[config.mk]
export PLATFORM = sky130hd
export DESIGN_NAME = sbfp_top
export DESIGN_NICKNAME = d
export VERILOG_FILES = /design/src/hdl/sbfp_fcs.v /design/src/hdl/sbfp_top.v
export VERILOG_INCLUDE_DIRS = /design/src /design/src/hdl
export SDC_FILE = /design/constraint.sdc
export NUM_CORES = 1
export LEC_CHECK = 0
export ABC_CLOCK_PERIOD_IN_PS = 1900
export BUFFER_PORTS_ARGS = -buffer_cell sky130_fd_sc_hd__buf_2
export CAP_MARGIN = 30
export CORE_ASPECT_RATIO = 1.4
export CORE_MARGIN = 4
export CORE_UTILIZATION = 53
export DETAILED_ROUTE_END_ITERATION = 7
export PLACE_DENSITY = 0.82
export SLEW_MARGIN = 20
export SYNTH_ARGS = -nofsm -noshare
export SYNTH_HDL_FRONTEND = slang
export SYNTH_SLANG_ARGS = --single-unit
[constraint.sdc]
create_clock -name ref_clk -period 1.9 [get_ports ref_clk]
set_input_delay 0.19 -clock ref_clk [delete_from_list [all_inputs] [get_ports ref_clk]]
set_output_delay 0.19 -clock ref_clk [all_outputs]
set_load 0.02 [all_outputs]
[src/hdl/sbfp_defines.vh]
// constants of the sdlc bit and frame processor
`ifndef SBFP_DEFINES_VH
`define SBFP_DEFINES_VH
// ==========================================
// register byte offsets
`define SBFP_OFS_CTRL 8'h00
`define SBFP_OFS_STAT 8'h04
`define SBFP_OFS_TXD 8'h08
`define SBFP_OFS_RXD 8'h0C
`define SBFP_OFS_PORT3 8'h10
// ==========================================
// control bit positions and reset values
`define SBFP_CTRL_NO_FCS 0
`define SBFP_CTRL_NO_CTL 1
`define SBFP_CTRL_AUTO 2
`define SBFP_CTRL_TX_EN 3
`define SBFP_CTRL_RX_EN 4
`define SBFP_CTRL_NRZI 5
`define SBFP_CTRL_RST 6'h00
`define SBFP_PORT3_RST 2'h3
// ==========================================
// status bit positions; sticky bits cleared by writing one
`define SBFP_ST_RXV 0
`define SBFP_ST_FCS 1
`define SBFP_ST_END 2
`define SBFP_ST_ABORT 3
`define SBFP_ST_GA 4
`define SBFP_ST_EGA 5
`define SBFP_ST_SHUT 6
`define SBFP_ST_OVR 7
`define SBFP_ST_BUSY 8
`define SBFP_ST_HOLD 9
`define SBFP_ST_UNDR 10
`define SBFP_ST_ODD 11
`define SBFP_ST_DIAG 12
`define SBFP_ST_W1C 13'h0CFC
// ==========================================
// field tags of received bytes
`define SBFP_FLD_ADDR 2'h0
`define SBFP_FLD_CTL 2'h1
`define SBFP_FLD_INFO 2'h2
// ==========================================
// line patterns and counts
`define SBFP_CRC_POLY 16'h1021
`define SBFP_CRC_PRESET 16'hFFFF
`define SBFP_FLAG_BYTE 8'h7E
`define SBFP_STUFF_ONES 3'h5
`define SBFP_FLAG_ONES 3'h6
`define SBFP_SHUT_ZEROS 3'h7
`endif

[src/hdl/sbfp_fcs.v]
// bit-serial frame check register, x^16 + x^12 + x^5 + 1
`timescale 1ns/1ps
`default_nettype none
`include "sbfp_defines.vh"
module sbfp_fcs (
  // clock and reset
  input wire ref_clk,
  input wire nrst,
  // control and data
  input wire init,
  input wire en,
  input wire bit_in,
  // state
  output reg [15:0] crc_r
);
  // ==========================================
  // shift register
  always @(posedge ref_clk) begin
    if (!nrst) begin
      crc_r <= `SBFP_CRC_PRESET;
    end else if (init) begin
      crc_r <= `SBFP_CRC_PRESET;
    end else if (en) begin
      crc_r <= {crc_r[14:0], 1'b0} ^ ((crc_r[15] ^ bit_in) ? `SBFP_CRC_POLY : 16'h0000);
    end
  end
endmodule // sbfp_fcs
`default_nettype wire

[src/hdl/sbfp_top.v]
// sdlc bit and frame processor with avalon-mm register slave
// Summary of operation
// - all three format bits zero or auto only: flag, address, control, info, check, flag.
// - no-control bit drops control; address also dropped unless auto mode set.
// - no-check bit: no check sequence sent nor checked, any address option.
// - frame content handled in whole bytes only; odd bit counts flagged.
// - nrzi compares current and previous bit on both directions.
// - shifter serialises outgoing bytes and assembles incoming bytes.
// - zeros inserted on transmit, deleted on receive, to hide control patterns.
// - receiver recognises flag, go-ahead and abort patterns.
// - five ones then zero outside a frame reported as early go-ahead.
// - three-bit counter finds eight zeros as shutoff; a one clears it.
// - check register preset to all ones before each frame, both ways.
// - check error raises no interrupt; cleared by next opening flag.
// - byte side holds cpu registers and the frame sequencing machine.
// - writing zero to port bit one latch enters diagnostic mode.
// - diagnostic: port bit zero feeds receive; each port write pulses clock.
// - diagnostic: transmit data readable on port bit one, per write pulse.
// - diagnostic: transmit pin released to high impedance (txd_oe low); no other pin has a drive enable.
// - check polynomial x16+x12+x5+1 over address, control and information.
// - external clock: sample receive on rising, shift transmit on falling.
`timescale 1ns/1ps
`default_nettype none
`include "sbfp_defines.vh"
module sbfp_top (
  // clock and reset
  input wire ref_clk,
  input wire nrst,
  // avalon-mm slave
  input wire [7:0] avs_address,
  input wire avs_read,
  input wire avs_write,
  input wire [31:0] avs_writedata,
  output reg [31:0] avs_readdata,
  output reg avs_waitrequest,
  // serial link
  input wire sclk_in,
  input wire rxd_in,
  output reg txd_out,
  output reg txd_oe
);
  localparam TX_IDLE = 3'h0;
  localparam TX_FLAG = 3'h1;
  localparam TX_DATA = 3'h2;
  localparam TX_FCS = 3'h3;
  localparam TX_CLOSE = 3'h4;
  localparam [7:0] FLAG_PAT = `SBFP_FLAG_BYTE;

  function [1:0] field_of;
    input [1:0] idx;
    input no_ctl;
    input auto;
    begin
      // fields that remain for each format
      if (no_ctl && !auto) begin
        field_of = `SBFP_FLD_INFO;
      end else if (idx == 2'h0) begin
        field_of = `SBFP_FLD_ADDR;
      end else if (idx == 2'h1 && !no_ctl) begin
        field_of = `SBFP_FLD_CTL;
      end else begin
        field_of = `SBFP_FLD_INFO;
      end
    end
  endfunction

  // ==========================================
  // pin synchronisers
  reg [2:0] sclk_sy_r;
  reg [2:0] rxd_sy_r;
  reg sclk_st_r;
  reg rxd_st_r;
  wire sclk_ok = sclk_sy_r[2] == sclk_sy_r[1];
  wire sclk_rise = sclk_ok && sclk_sy_r[1] && !sclk_st_r;
  wire sclk_fall = sclk_ok && !sclk_sy_r[1] && sclk_st_r;
  always @(posedge ref_clk) begin
    if (!nrst) begin
      // link clock idles high, so reset to that level or a false rise follows reset
      sclk_sy_r <= 3'h7;
      rxd_sy_r <= 3'h0;
      sclk_st_r <= 1'b1;
      rxd_st_r <= 1'b0;
    end else begin
      sclk_sy_r <= {sclk_sy_r[1:0], sclk_in};
      rxd_sy_r <= {rxd_sy_r[1:0], rxd_in};
      if (sclk_ok) begin
        sclk_st_r <= sclk_sy_r[1];
      end
      if (rxd_sy_r[2] == rxd_sy_r[1]) begin
        rxd_st_r <= rxd_sy_r[1];
      end
    end
  end

  // ==========================================
  // bus slave and registers
  reg [5:0] ctrl_r;
  reg [1:0] port3_r;
  reg p3_pulse_r;
  reg [12:0] stat_r;
  reg [10:0] rxd_r;
  reg [8:0] hold_r;
  reg hold_full_r;
  reg [31:0] rd_mux;
  wire wr_go = avs_write && !avs_waitrequest;
  wire rd_go = avs_read && !avs_waitrequest;
  wire no_fcs = ctrl_r[`SBFP_CTRL_NO_FCS];
  // diagnostic when port bit one latch is zero
  wire diag = !port3_r[1];
  wire wr_ctrl = wr_go && avs_address == `SBFP_OFS_CTRL;
  wire wr_stat = wr_go && avs_address == `SBFP_OFS_STAT;
  wire wr_txd = wr_go && avs_address == `SBFP_OFS_TXD;
  wire wr_p3 = wr_go && avs_address == `SBFP_OFS_PORT3;
  wire rd_rxd = rd_go && avs_address == `SBFP_OFS_RXD;
  // each port write gives one clock pulse
  wire rx_tick = diag ? p3_pulse_r : (sclk_rise && ctrl_r[`SBFP_CTRL_RX_EN]);
  // transmit moves on the falling edge
  wire tx_tick = diag ? p3_pulse_r : sclk_fall;
  wire rx_raw = diag ? port3_r[0] : rxd_st_r;

  // receive and transmit event terms, driven below
  reg rx_b, rx_flag, rx_seven, rx_early, rx_content, rx_byte, rx_deliver;
  reg rx_close, rx_fcs_bad, rx_odd, rx_shut;
  reg [7:0] rx_byte_val, rx_dbyte;
  reg tx_load, tx_undr;
  reg [2:0] tx_state_r;

  always @* begin
    rd_mux = 32'h0000_0000;
    case (avs_address)
      `SBFP_OFS_CTRL: rd_mux[5:0] = ctrl_r;
      `SBFP_OFS_STAT: rd_mux[12:0] = stat_r;
      `SBFP_OFS_TXD: rd_mux[8:0] = hold_r;
      `SBFP_OFS_RXD: rd_mux[10:0] = rxd_r;
      // transmit line level seen on bit one
      `SBFP_OFS_PORT3: rd_mux[1:0] = {txd_out, port3_r[0]};
      default: rd_mux = 32'h0000_0000;
    endcase
  end

  always @(posedge ref_clk) begin
    if (!nrst) begin
      avs_waitrequest <= 1'b1;
      avs_readdata <= 32'h0000_0000;
      ctrl_r <= `SBFP_CTRL_RST;
      port3_r <= `SBFP_PORT3_RST;
      p3_pulse_r <= 1'b0;
      hold_r <= 9'h000;
      hold_full_r <= 1'b0;
    end else begin
      // one wait cycle per access, so read data are stable when it drops
      avs_waitrequest <= !((avs_read || avs_write) && avs_waitrequest);
      if (avs_read && avs_waitrequest) begin
        avs_readdata <= rd_mux;
      end
      p3_pulse_r <= wr_p3;
      if (wr_ctrl) begin
        ctrl_r <= avs_writedata[5:0];
      end
      if (wr_p3) begin
        port3_r <= avs_writedata[1:0];
      end
      if (wr_txd) begin
        hold_r <= avs_writedata[8:0];
        hold_full_r <= 1'b1;
      end else if (tx_load) begin
        hold_full_r <= 1'b0;
      end
    end
  end

  // ==========================================
  // receive bit processor
  reg rx_prev_r, rx_hunt_r, rx_bdone_r;
  reg [2:0] rx_ones_r, rx_zeros_r, rx_bcnt_r;
  reg [7:0] rx_sh_r, rx_pipe0_r, rx_pipe1_r;
  reg [1:0] rx_nbytes_r, rx_didx_r;
  reg [15:0] rx_snap_r;
  wire [15:0] rx_crc;

  always @* begin
    rx_b = ctrl_r[`SBFP_CTRL_NRZI] ? !(rx_raw ^ rx_prev_r) : rx_raw;
    // flag, go-ahead and abort from the ones count
    rx_flag = rx_tick && !rx_b && rx_ones_r == `SBFP_FLAG_ONES;
    rx_seven = rx_tick && rx_b && rx_ones_r == `SBFP_FLAG_ONES;
    rx_early = rx_tick && !rx_b && rx_ones_r == `SBFP_STUFF_ONES && rx_hunt_r;
    // zero after five ones is dropped
    rx_content = rx_tick && !rx_hunt_r &&
                 (rx_b ? rx_ones_r < `SBFP_FLAG_ONES : rx_ones_r < `SBFP_STUFF_ONES);
    rx_byte = rx_content && rx_bcnt_r == 3'h7;
    rx_byte_val = {rx_b, rx_sh_r[7:1]};
    // without check field bytes pass straight through
    rx_deliver = rx_byte && (no_fcs || rx_nbytes_r >= 2'h2);
    rx_dbyte = no_fcs ? rx_byte_val : rx_pipe1_r;
    rx_close = rx_flag && !rx_hunt_r && rx_nbytes_r != 2'h0;
    // closing flag off a byte boundary
    rx_odd = rx_close && rx_bcnt_r != 3'h7;
    rx_fcs_bad = rx_close && !rx_odd && !no_fcs && (rx_nbytes_r < 2'h2 || rx_snap_r != 16'h0000);
    rx_shut = rx_tick && !rx_b && rx_zeros_r == `SBFP_SHUT_ZEROS;
  end

  always @(posedge ref_clk) begin
    if (!nrst) begin
      rx_prev_r <= 1'b0;
      rx_hunt_r <= 1'b1;
      rx_bdone_r <= 1'b0;
      rx_ones_r <= 3'h0;
      rx_zeros_r <= 3'h0;
      rx_bcnt_r <= 3'h0;
      rx_sh_r <= 8'h00;
      rx_pipe0_r <= 8'h00;
      rx_pipe1_r <= 8'h00;
      rx_nbytes_r <= 2'h0;
      rx_didx_r <= 2'h0;
      rx_snap_r <= 16'h0000;
      rxd_r <= 11'h000;
    end else begin
      // flag bits enter the check register too, so the value at the byte edge is kept
      rx_bdone_r <= rx_byte;
      if (rx_bdone_r) begin
        rx_snap_r <= rx_crc;
      end
      if (rx_tick) begin
        rx_prev_r <= rx_raw;
        // zero counter cleared by a one
        if (rx_b) begin
          rx_zeros_r <= 3'h0;
        end else if (rx_zeros_r != `SBFP_SHUT_ZEROS) begin
          rx_zeros_r <= rx_zeros_r + 3'h1;
        end
        if (!rx_b) begin
          rx_ones_r <= 3'h0;
        end else if (rx_ones_r != 3'h7) begin
          rx_ones_r <= rx_ones_r + 3'h1;
        end
      end
      if (rx_seven) begin
        rx_hunt_r <= 1'b1;
      end
      if (rx_flag) begin
        rx_hunt_r <= 1'b0;
        rx_bcnt_r <= 3'h0;
        rx_nbytes_r <= 2'h0;
        rx_didx_r <= 2'h0;
      end else if (rx_content) begin
        rx_sh_r <= rx_byte_val;
        rx_bcnt_r <= rx_bcnt_r + 3'h1;
        if (rx_byte) begin
          rx_pipe0_r <= rx_byte_val;
          rx_pipe1_r <= rx_pipe0_r;
          if (rx_nbytes_r != 2'h3) begin
            rx_nbytes_r <= rx_nbytes_r + 2'h1;
          end
        end
      end
      if (rx_deliver) begin
        rxd_r <= {field_of(rx_didx_r, ctrl_r[`SBFP_CTRL_NO_CTL], ctrl_r[`SBFP_CTRL_AUTO]), 1'b0, rx_dbyte};
        if (rx_didx_r != 2'h2) begin
          rx_didx_r <= rx_didx_r + 2'h1;
        end
      end
    end
  end

  // receive check preset at every flag
  sbfp_fcs u_rx_fcs (
    .ref_clk(ref_clk),
    .nrst(nrst),
    .init(rx_flag),
    .en(rx_content),
    .bit_in(rx_b),
    .crc_r(rx_crc)
  );

  // ==========================================
  // transmit frame sequencer
  reg [3:0] tx_cnt_r;
  reg [7:0] tx_sh_r;
  reg [2:0] tx_ones_r;
  reg tx_last_r, tx_bit, tx_stuff, tx_crc_en, tx_crc_init, tx_body;
  wire [15:0] tx_crc;

  always @* begin
    tx_body = tx_state_r == TX_DATA || tx_state_r == TX_FCS;
    // stuffing after five content ones, also just ahead of the closing flag
    tx_stuff = (tx_body || tx_state_r == TX_CLOSE) && tx_ones_r == `SBFP_STUFF_ONES;
    case (tx_state_r)
      TX_IDLE: tx_bit = 1'b1;
      TX_FLAG: tx_bit = FLAG_PAT[tx_cnt_r[2:0]];
      TX_DATA: tx_bit = tx_stuff ? 1'b0 : tx_sh_r[0];
      TX_FCS: tx_bit = tx_stuff ? 1'b0 : tx_crc[15];
      TX_CLOSE: tx_bit = tx_stuff ? 1'b0 : FLAG_PAT[tx_cnt_r[2:0]];
      default: tx_bit = 1'b1;
    endcase
    tx_crc_en = tx_tick && tx_body && !tx_stuff;
    tx_crc_init = tx_tick && tx_state_r == TX_IDLE;
    tx_load = tx_tick && !tx_stuff && tx_cnt_r[2:0] == 3'h7 && hold_full_r &&
              (tx_state_r == TX_FLAG || (tx_state_r == TX_DATA && !tx_last_r));
    tx_undr = tx_tick && !tx_stuff && tx_state_r == TX_DATA && tx_cnt_r[2:0] == 3'h7 &&
              !tx_last_r && !hold_full_r;
  end

  always @(posedge ref_clk) begin
    if (!nrst) begin
      tx_state_r <= TX_IDLE;
      tx_cnt_r <= 4'h0;
      tx_sh_r <= 8'h00;
      tx_ones_r <= 3'h0;
      tx_last_r <= 1'b0;
      txd_out <= 1'b1;
      txd_oe <= 1'b0;
    end else begin
      txd_oe <= !diag;
      if (tx_tick) begin
        txd_out <= ctrl_r[`SBFP_CTRL_NRZI] ? (tx_bit ? txd_out : !txd_out) : tx_bit;
        if (tx_stuff || !tx_body) begin
          tx_ones_r <= 3'h0;
        end else begin
          tx_ones_r <= tx_bit ? tx_ones_r + 3'h1 : 3'h0;
        end
        if (!tx_stuff) begin
          tx_cnt_r <= tx_cnt_r + 4'h1;
        end
        if (tx_load) begin
          tx_sh_r <= hold_r[7:0];
          tx_last_r <= hold_r[8];
        end else if (tx_state_r == TX_DATA && !tx_stuff) begin
          // lsb first out of the byte
          tx_sh_r <= {1'b0, tx_sh_r[7:1]};
        end
        case (tx_state_r)
          TX_IDLE: begin
            tx_cnt_r <= 4'h0;
            if (ctrl_r[`SBFP_CTRL_TX_EN] && hold_full_r) begin
              tx_state_r <= TX_FLAG;
            end
          end
          TX_FLAG: begin
            if (tx_cnt_r[2:0] == 3'h7) begin
              tx_cnt_r <= 4'h0;
              tx_state_r <= TX_DATA;
            end
          end
          TX_DATA: begin
            if (!tx_stuff && tx_cnt_r[2:0] == 3'h7) begin
              tx_cnt_r <= 4'h0;
              if (tx_last_r || !hold_full_r) begin
                tx_state_r <= no_fcs ? TX_CLOSE : TX_FCS;
              end
            end
          end
          TX_FCS: begin
            if (!tx_stuff && tx_cnt_r == 4'hF) begin
              tx_cnt_r <= 4'h0;
              tx_state_r <= TX_CLOSE;
            end
          end
          TX_CLOSE: begin
            if (tx_cnt_r[2:0] == 3'h7) begin
              tx_state_r <= TX_IDLE;
            end
          end
          default: tx_state_r <= TX_IDLE;
        endcase
      end
    end
  end

  // in the check state the register shifts itself out
  sbfp_fcs u_tx_fcs (
    .ref_clk(ref_clk),
    .nrst(nrst),
    .init(tx_crc_init),
    .en(tx_crc_en),
    .bit_in(tx_state_r == TX_FCS ? tx_crc[15] : tx_sh_r[0]),
    .crc_r(tx_crc)
  );

  // ==========================================
  // status; a set in the clearing cycle wins
  always @(posedge ref_clk) begin
    if (!nrst) begin
      stat_r <= 13'h0000;
    end else begin
      if (wr_stat) begin
        stat_r <= stat_r & ~(avs_writedata[12:0] & `SBFP_ST_W1C);
      end
      if (rd_rxd) begin
        stat_r[`SBFP_ST_RXV] <= 1'b0;
      end
      if (rx_deliver) begin
        stat_r[`SBFP_ST_RXV] <= 1'b1;
        if (stat_r[`SBFP_ST_RXV] && !rd_rxd) begin
          stat_r[`SBFP_ST_OVR] <= 1'b1;
        end
      end
      // status only, cleared by the next opening flag
      if (rx_fcs_bad) begin
        stat_r[`SBFP_ST_FCS] <= 1'b1;
      end else if (rx_flag && rx_nbytes_r == 2'h0) begin
        stat_r[`SBFP_ST_FCS] <= 1'b0;
      end
      if (rx_close) begin
        stat_r[`SBFP_ST_END] <= 1'b1;
      end
      if (rx_odd) begin
        stat_r[`SBFP_ST_ODD] <= 1'b1;
      end
      if (rx_seven && !rx_hunt_r) begin
        stat_r[`SBFP_ST_ABORT] <= 1'b1;
      end
      if (rx_seven && rx_hunt_r) begin
        stat_r[`SBFP_ST_GA] <= 1'b1;
      end
      if (rx_early) begin
        stat_r[`SBFP_ST_EGA] <= 1'b1;
      end
      if (rx_shut) begin
        stat_r[`SBFP_ST_SHUT] <= 1'b1;
      end
      if (tx_undr) begin
        stat_r[`SBFP_ST_UNDR] <= 1'b1;
      end
      stat_r[`SBFP_ST_BUSY] <= tx_state_r != TX_IDLE;
      stat_r[`SBFP_ST_HOLD] <= hold_full_r;
      stat_r[`SBFP_ST_DIAG] <= diag;
    end
  end
endmodule // sbfp_top
`default_nettype wire

* Yosys cells after proc, flatten, opt, wreduce, memory -nomap -nowiden *
Memories as Yosys holds them, arrays and structs flattened. A register that Yosys moved wholly into a read port is not among the register bits.
Cells that the tools add are included.

operators by class
  reductions and logical operators = 111
  mux-type cells = 68
  $lt $le $gt $ge = 5
  multipliers = 0
  shift operators = 0
  eq/ne operators = 31
  divide/modulo/power cells = 0
  add/sub/neg operators = 7
  bitwise gates (word level) = 9

operators with widths
  operator                                                                count
  1-bit logical AND                                                       54
  3-bit 2-to-1 mux                                                        15
  4-bit case mux with 4 select lines                                      2
  16-bit XOR                                                              2
  1-bit 2-to-1 mux                                                        29
  13-bit 2-to-1 mux                                                       2
  8-bit 2-to-1 mux                                                        3
  2-bit nonzero test                                                      12
  3-bit equality test (second input constant)                             7
  1-bit logical NOT                                                       18
  8-bit by 4-bit equality test with 1-bit output (second input constant)  2
  4-bit 2-to-1 mux                                                        4
  16-bit nonzero test                                                     1
  3-bit case mux with 5 select lines                                      1
  2-bit 2-to-1 mux                                                        7
  3-bit by 1-bit adder with 3-bit output (second input constant)          4
  12-bit bitwise AND                                                      1
  12-bit 2-to-1 mux                                                       1
  2-bit by 1-bit != test with 1-bit output (second input constant)        6
  12-bit NOT                                                              1
  2-bit AND reduction                                                     6
  2-bit case mux with 5 select lines                                      1
  3-bit != test (second input constant)                                   3
  3-bit case mux with 3 select lines                                      1
  26 further kinds                                                        48

word-level totals
  latch bits = 0
  output and inout bits = 35
  flip-flop bits (word level) = 173
  memory bits (writable) = 0
  logic and storage cells = 275
  input port bits = 46
  ROM bits = 8
  memories kept = 1

memory list
  memory           words  bits a word  rd ports  clocked after Yosys merged registers in  wr ports  line            RTL
  (no name shown)  8      1            1         1                                        0         sbfp_top.v:292  TX_CLOSE: tx_bit = tx_stuff ? 1'b0 : FLAG_PAT[tx_cnt_r[2:0]];

* Logic depth before layout (Yosys ltp) *
  word-level depth = 15
  mapped depth = 8
  mapped depth without buffers = 7

* Modules after synthesis *
A second synthesis with hierarchy kept.

unflattened totals
  cells, all modules = 806
  area total of the unflattened synthesis = 7726.2 µm²

modules (own cells, without submodules)
  module    seq. area each (µm²)  area each (µm²)  cells an instance  instances
  sbfp_top  2822.7                6465.0           692                1
  sbfp_fcs  320.3                 630.6            57                 2

* Least setup slack after synthesis *
Ideal clock, no wire load.

  kind = register to register
  from = register rx_ones_r[0]
  to = register u_rx_fcs.crc_r[10]
  required time = 1775 ps
  path buffers = 2
  period minus slack after synthesis = 1856 ps
  library setup time = 125 ps
  arrival time = 1731 ps
  stages on the path, launching flop included = 9
  setup slack = 44 ps
  cell sequence = dfxtp_1 > clkbuf_1 > inv_1 > ha_1 > nand2_1 > a21oi_1 > a21oi_1 > buf_2 > nand3_1

on the way
  cells in the longest elaborated chain, start to end = 3
  elaborated cells between the ends (all ways) = 7
  those cells by class = 2 x order compare; 1 x eq/ne; 1 x mux; 3 x reduce/logical

ends and longest elaborated chain
  item                                                                 line            RTL
  start: declaration                                                   sbfp_top.v:175  reg [2:0] rx_ones_r, rx_zeros_r, rx_bcnt_r;
  start signal: assignment                                             sbfp_top.v:234  rx_ones_r <= rx_ones_r + 3'h1;
  3-bit < comparator (no line) or 3-bit equality test (tied branches)  n/a
  1-bit 2-to-1 mux (no line) or 1-bit logical AND (tied branches)      n/a
  1-bit logical AND or 2-bit OR reduction (tied branches)              n/a
  end signal: assignment                                               sbfp_fcs.v:20   crc_r <= `SBFP_CRC_PRESET;
  end signal: assignment                                               sbfp_fcs.v:22   crc_r <= `SBFP_CRC_PRESET;
  end signal: assignment                                               sbfp_fcs.v:24   crc_r <= {crc_r[14:0], 1'b0} ^ ((crc_r[15] ^ bit_in) ? `SBFP_CRC_POLY : 16'h0000);
  end: declaration                                                     sbfp_fcs.v:14   output reg [15:0] crc_r

Several ways; a longest one is shown, not always the timed one.
A chain may end at the register's enable or synchronous reset.

* Final worst setup path *
  from = register rx_prev_r
  to = register rx_nbytes_r[1]

on the way
  cells in the longest elaborated chain, start to end = 7
  elaborated cells between the ends (all ways) = 11
  those cells by class = 2 x mux; 1 x bitwise; 8 x reduce/logical

ends and longest elaborated chain
  item                                                                 line                            RTL
  start: declaration                                                   sbfp_top.v:174                  reg rx_prev_r, rx_hunt_r, rx_bdone_r;
  start signal: assignment                                             sbfp_top.v:224                  rx_prev_r <= rx_raw;
  1-bit XOR *                                                          sbfp_top.v:182                  rx_b = ctrl_r[`SBFP_CTRL_NRZI] ? !(rx_raw ^ rx_prev_r) : rx_raw;
  1-bit logical NOT *                                                  sbfp_top.v:182
  1-bit 2-to-1 mux *                                                   sbfp_top.v:182
  1-bit 2-to-1 mux (no line) or 1-bit logical NOT (tied branches)      n/a
  1-bit logical AND (on tied branches)                                 sbfp_top.v:188, sbfp_top.v:184
  1-bit logical AND (on tied branches)                                 n/a
  3-bit AND reduction (no line) or 2-bit OR reduction (tied branches)  n/a
  end signal: assignment                                               sbfp_top.v:252                  rx_nbytes_r <= rx_nbytes_r + 2'h1;
  end: declaration                                                     sbfp_top.v:177                  reg [1:0] rx_nbytes_r, rx_didx_r;

Mark *: on every way between the ends. The rest lies on a longest branch, timed or not.

==> run_results.csv <==
group,metric,value,unit
run_status,status,"finished, final reports clean",
logic_synthesis,synth_edf_count,0,
clock_network,clockRootBuffer,"clkbuf_16",
timing,drv_slew,0,
setup_path,slowest_stage,"dfxtp_1",
logic_synthesis,synth_compound_gate_area_share,14.09,%
logic_synthesis,synth_top_family_by_area,"simple AND/OR/NAND/NOR gates",
setup_path,path_cells,"and2b_1 > xor2_4 > buf_4 > a311oi_1 > buf_4 > mux2i_1 > nor2_1",
finish,drive_gt1_share,18.28,%
logic_synthesis,syn_area,7515,sq um
setup_path,r2r_end,"rx_nbytes_r[1]",
timing,worst_slack,65.62,ps
route,drt_pre_antenna_iters,5,
setup_path,crit_type,"reg2reg",
setup_path,cp.arrival,2150,ps
clock_network,clock_sinks,173,
route,postRouteAntennaNets,0,
timing,fin_crit,1834,ps
setup_path,crit_cells,7,
placement,place_ws,-37.72,ps
die,start_util,54.02,%
clock_network,clk_path_buf_depth,2,
pwr,p_per_area,824.7,nW/um^2
setup_path,worstSetupEndpoint,"rx_nbytes_r[1]",
clock_network,path_clk_slew,60,ps
setup_path,critPathLaunch,"rx_prev_r",
logic_synthesis,ys_seq_area_share,46.09,%
pwr,worst_ir_drop_vdd,0.5163,mV
logic_synthesis,ys_top_cells_by_area,"dfxtp_1 46%, nand2_1 7.9%, mux2i_1 5.5%",
logic_synthesis,synth_top_cell_by_area,"dfxtp_1",
logic_synthesis,synthSimpleGateAreaFrac,22.11,%
die,pin_count,81,
clock_network,cts_htree_levels,4,
logic_synthesis,synth_mux_area_share,7.859,%
job,cap_violations,0,
setup_path,critPathCaptureType,"flop",
logic_synthesis,synth_area_per_cell,8.748,sq um
finish,diodes,0,
timing,period_share,96.55,%
timing,finalSetupTns,0,ps
grt,antenna_found_initial,1,
setup_path,crit_fanout,6,
logic_synthesis,synthTopCellsByCount,"173 x dfxtp_1, 159 x nand2_1, 76 x nand3_1",
setup_path,max_stage_delay,330,ps
finish,nets,991,
die,fp.dieW,108.6,um
logic_synthesis,synth_top_area_share,46.09,%
setup_path,required,2210,ps
logic_synthesis,async_flop_share,0,%
clock_network,tritoncts,"built",
logic_synthesis,yosysWarnings,0,
setup_path,crit_family,"buffers and inverters",
route,wl,17.49,mm
die,die_height,148.9,um
finish,fin_util,63.75,%
grt,grt_pass1_wl,27.89,mm
pwr,leakagePower,0.003491,uW
grt,groute.usage.overall,21.75,%
timing,hold_violations,0,
timing,holdWs,33.81,ps
timing,setup_violations,0,
route,wl_per_cell,15.53,um
pwr,finalPower,7314,uW
setup_path,path_buf_inv,2,
finish,nFillCells,1163,
logic_synthesis,synthAdderAreaFrac,2.831,%
placement,globalplace.congestion,0.8664,
timing,max_clock_freq,545.1,MHz
min_path,min_path_type,"in2reg",
setup_path,r2r_slack,70,ps
logic_synthesis,synth_xor_area_share,1.632,%
setup_path,r2r_start,"rx_prev_r",
route,via_count,6253,
grt,grt_pass1_vias,5811,
die,die-area,16170,sq um
finish,syn_to_final_growth,18.02,%
logic_synthesis,syn_inst,859,
setup_path,cp_common_cell,"buf_4",
logic_synthesis,synth.ff_latch_count,173,
die,fp.coreArea,13910,sq um
die,fp-row-count,51,
grt,grt_max_degree,91,
logic_synthesis,synth-main-ff-cell,"dfxtp_1",
route,first_iter_violations,349,
placement,io_buffers,40,
logic_synthesis,ys_types,70,
clock_network,worstSkewPairLatency,430,ps
grt,grt-ovfl-total,0,
route,via_per_inst,5.553,
logic_synthesis,yosysMostFrequentCell,"dfxtp_1",
setup_path,start_kind,"flop",
setup_path,r2r_cells,7,
timing,finalClockSkew,8.527,ps
clock_network,numCtsBuffers,17,
placement,dp_hpwl,12.16,mm
route,drc_errors,0,
-- final cells by class --
type	instances	area, sq um	share of cell area, %
clock inverters	15	158.9	1.792
multi-input cells	623	3776	42.58
repair buffers	103	774.5	8.733
inverters	10	37.54	0.4233
well taps	185	231.5	2.610
clock buffers	17	425.4	4.797
flip-flops and latches	173	3465	39.07
-- how the worst min path moves through the flow --
stage | cells past startpoint | endpoint | from | slack, ps
floorplan | 1 | sclk_sy_r[0] | sclk_in | 290
global placement | 2 | sclk_sy_r[0] | sclk_in | 370
detailed placement | 2 | sclk_sy_r[0] | sclk_in | 400
CTS | 3 | hold_r[2] | avs_writedata[2] | 20
global route | 3 | hold_r[3] | avs_writedata[3] | 50
finish | 3 | hold_r[2] | avs_writedata[2] | 30
-- placed cells by master (no fill, tap or decap), drive strengths merged, types with 4 or more instances in the layout --
cell type and instances:
nand2b 9, mux2i 42, buf 99, o211ai 10
nor2 59, nand2 159, conb 19, a21oi 45
nand3 76, a22oi 6, xnor2 6, dlygate4sd3 4
mux4 4, clkinv 6, ha 17, nor3 9
and3 9, nor4 4, xor2 5, a31o 5
o22ai 8, nor2b 7, mux2 6, dfxtp 173
and2 8, a221o 4, o21ai 41, or3 9
a211oi 12, clkbuf 17, inv 15
-- flip-flops by register name, summed over array words and instances (netlist names), 4 cells and up, named ones only --
register        count
rx_snap_r          16
u_rx_fcs.crc_r     16
u_tx_fcs.crc_r     16
avs_readdata       13
stat_r             13
rxd_r              10
hold_r              9
rx_pipe0_r          8
rx_pipe1_r          8
tx_sh_r             8
rx_sh_r             7
ctrl_r              6
tx_cnt_r            4
-- kinds of logic after synthesis --
kind of cell               count (synthesis)
AOI/OAI and AO/OA                        160
xor gates and xnor gates                  11
adders and majority gates                 17
buffers and inverters                     81
DFF                                      173
muxes                                     52
other                                      1
and+or+nand+nor                          364
-- per-layer routing --
| metal | share of wire [%] | global-route usage [%] |
|---|---|---|
| met1 | 40 | 24.87 |
| met2 | 53 | 38.52 |
| met3 | 3.8 | 5.284 |
| met5 | 0.074 | 0 |
| met4 | 2.9 | 8.591 |
-- repair_timing --
item                       in CTS  in global routing
setup endpoints to repair      16                 50
resized for setup               3                 16
pin swaps                       0                  4
hold buffers                    4                  0
buffers inserted                0                  2
hold endpoints to repair        3                  0
-- per-stage QoR --
stage | instance area [sq um] | cells
finish | 8869 | 1126
global route | 8869 | 1126
CTS | 8808 | 1124
detailed placement | 8165 | 1088
global placement | 8165 | 1088
floorplan | 7582 | 877
-- tightest hold or removal path, stage by stage --
cell     delay (ps)
buf_2           110
nand2_1          50
a21oi_1          50
-- report_power, final --
part	total (uW)	switching, uW	internal (uW)	leakage [uW]
clock network	3430	1480	1950	0.000286
registers	3640	6.34	3640	0.00140
logic	244	173	70.1	0.00181
(Power assumes the default switching activity.)
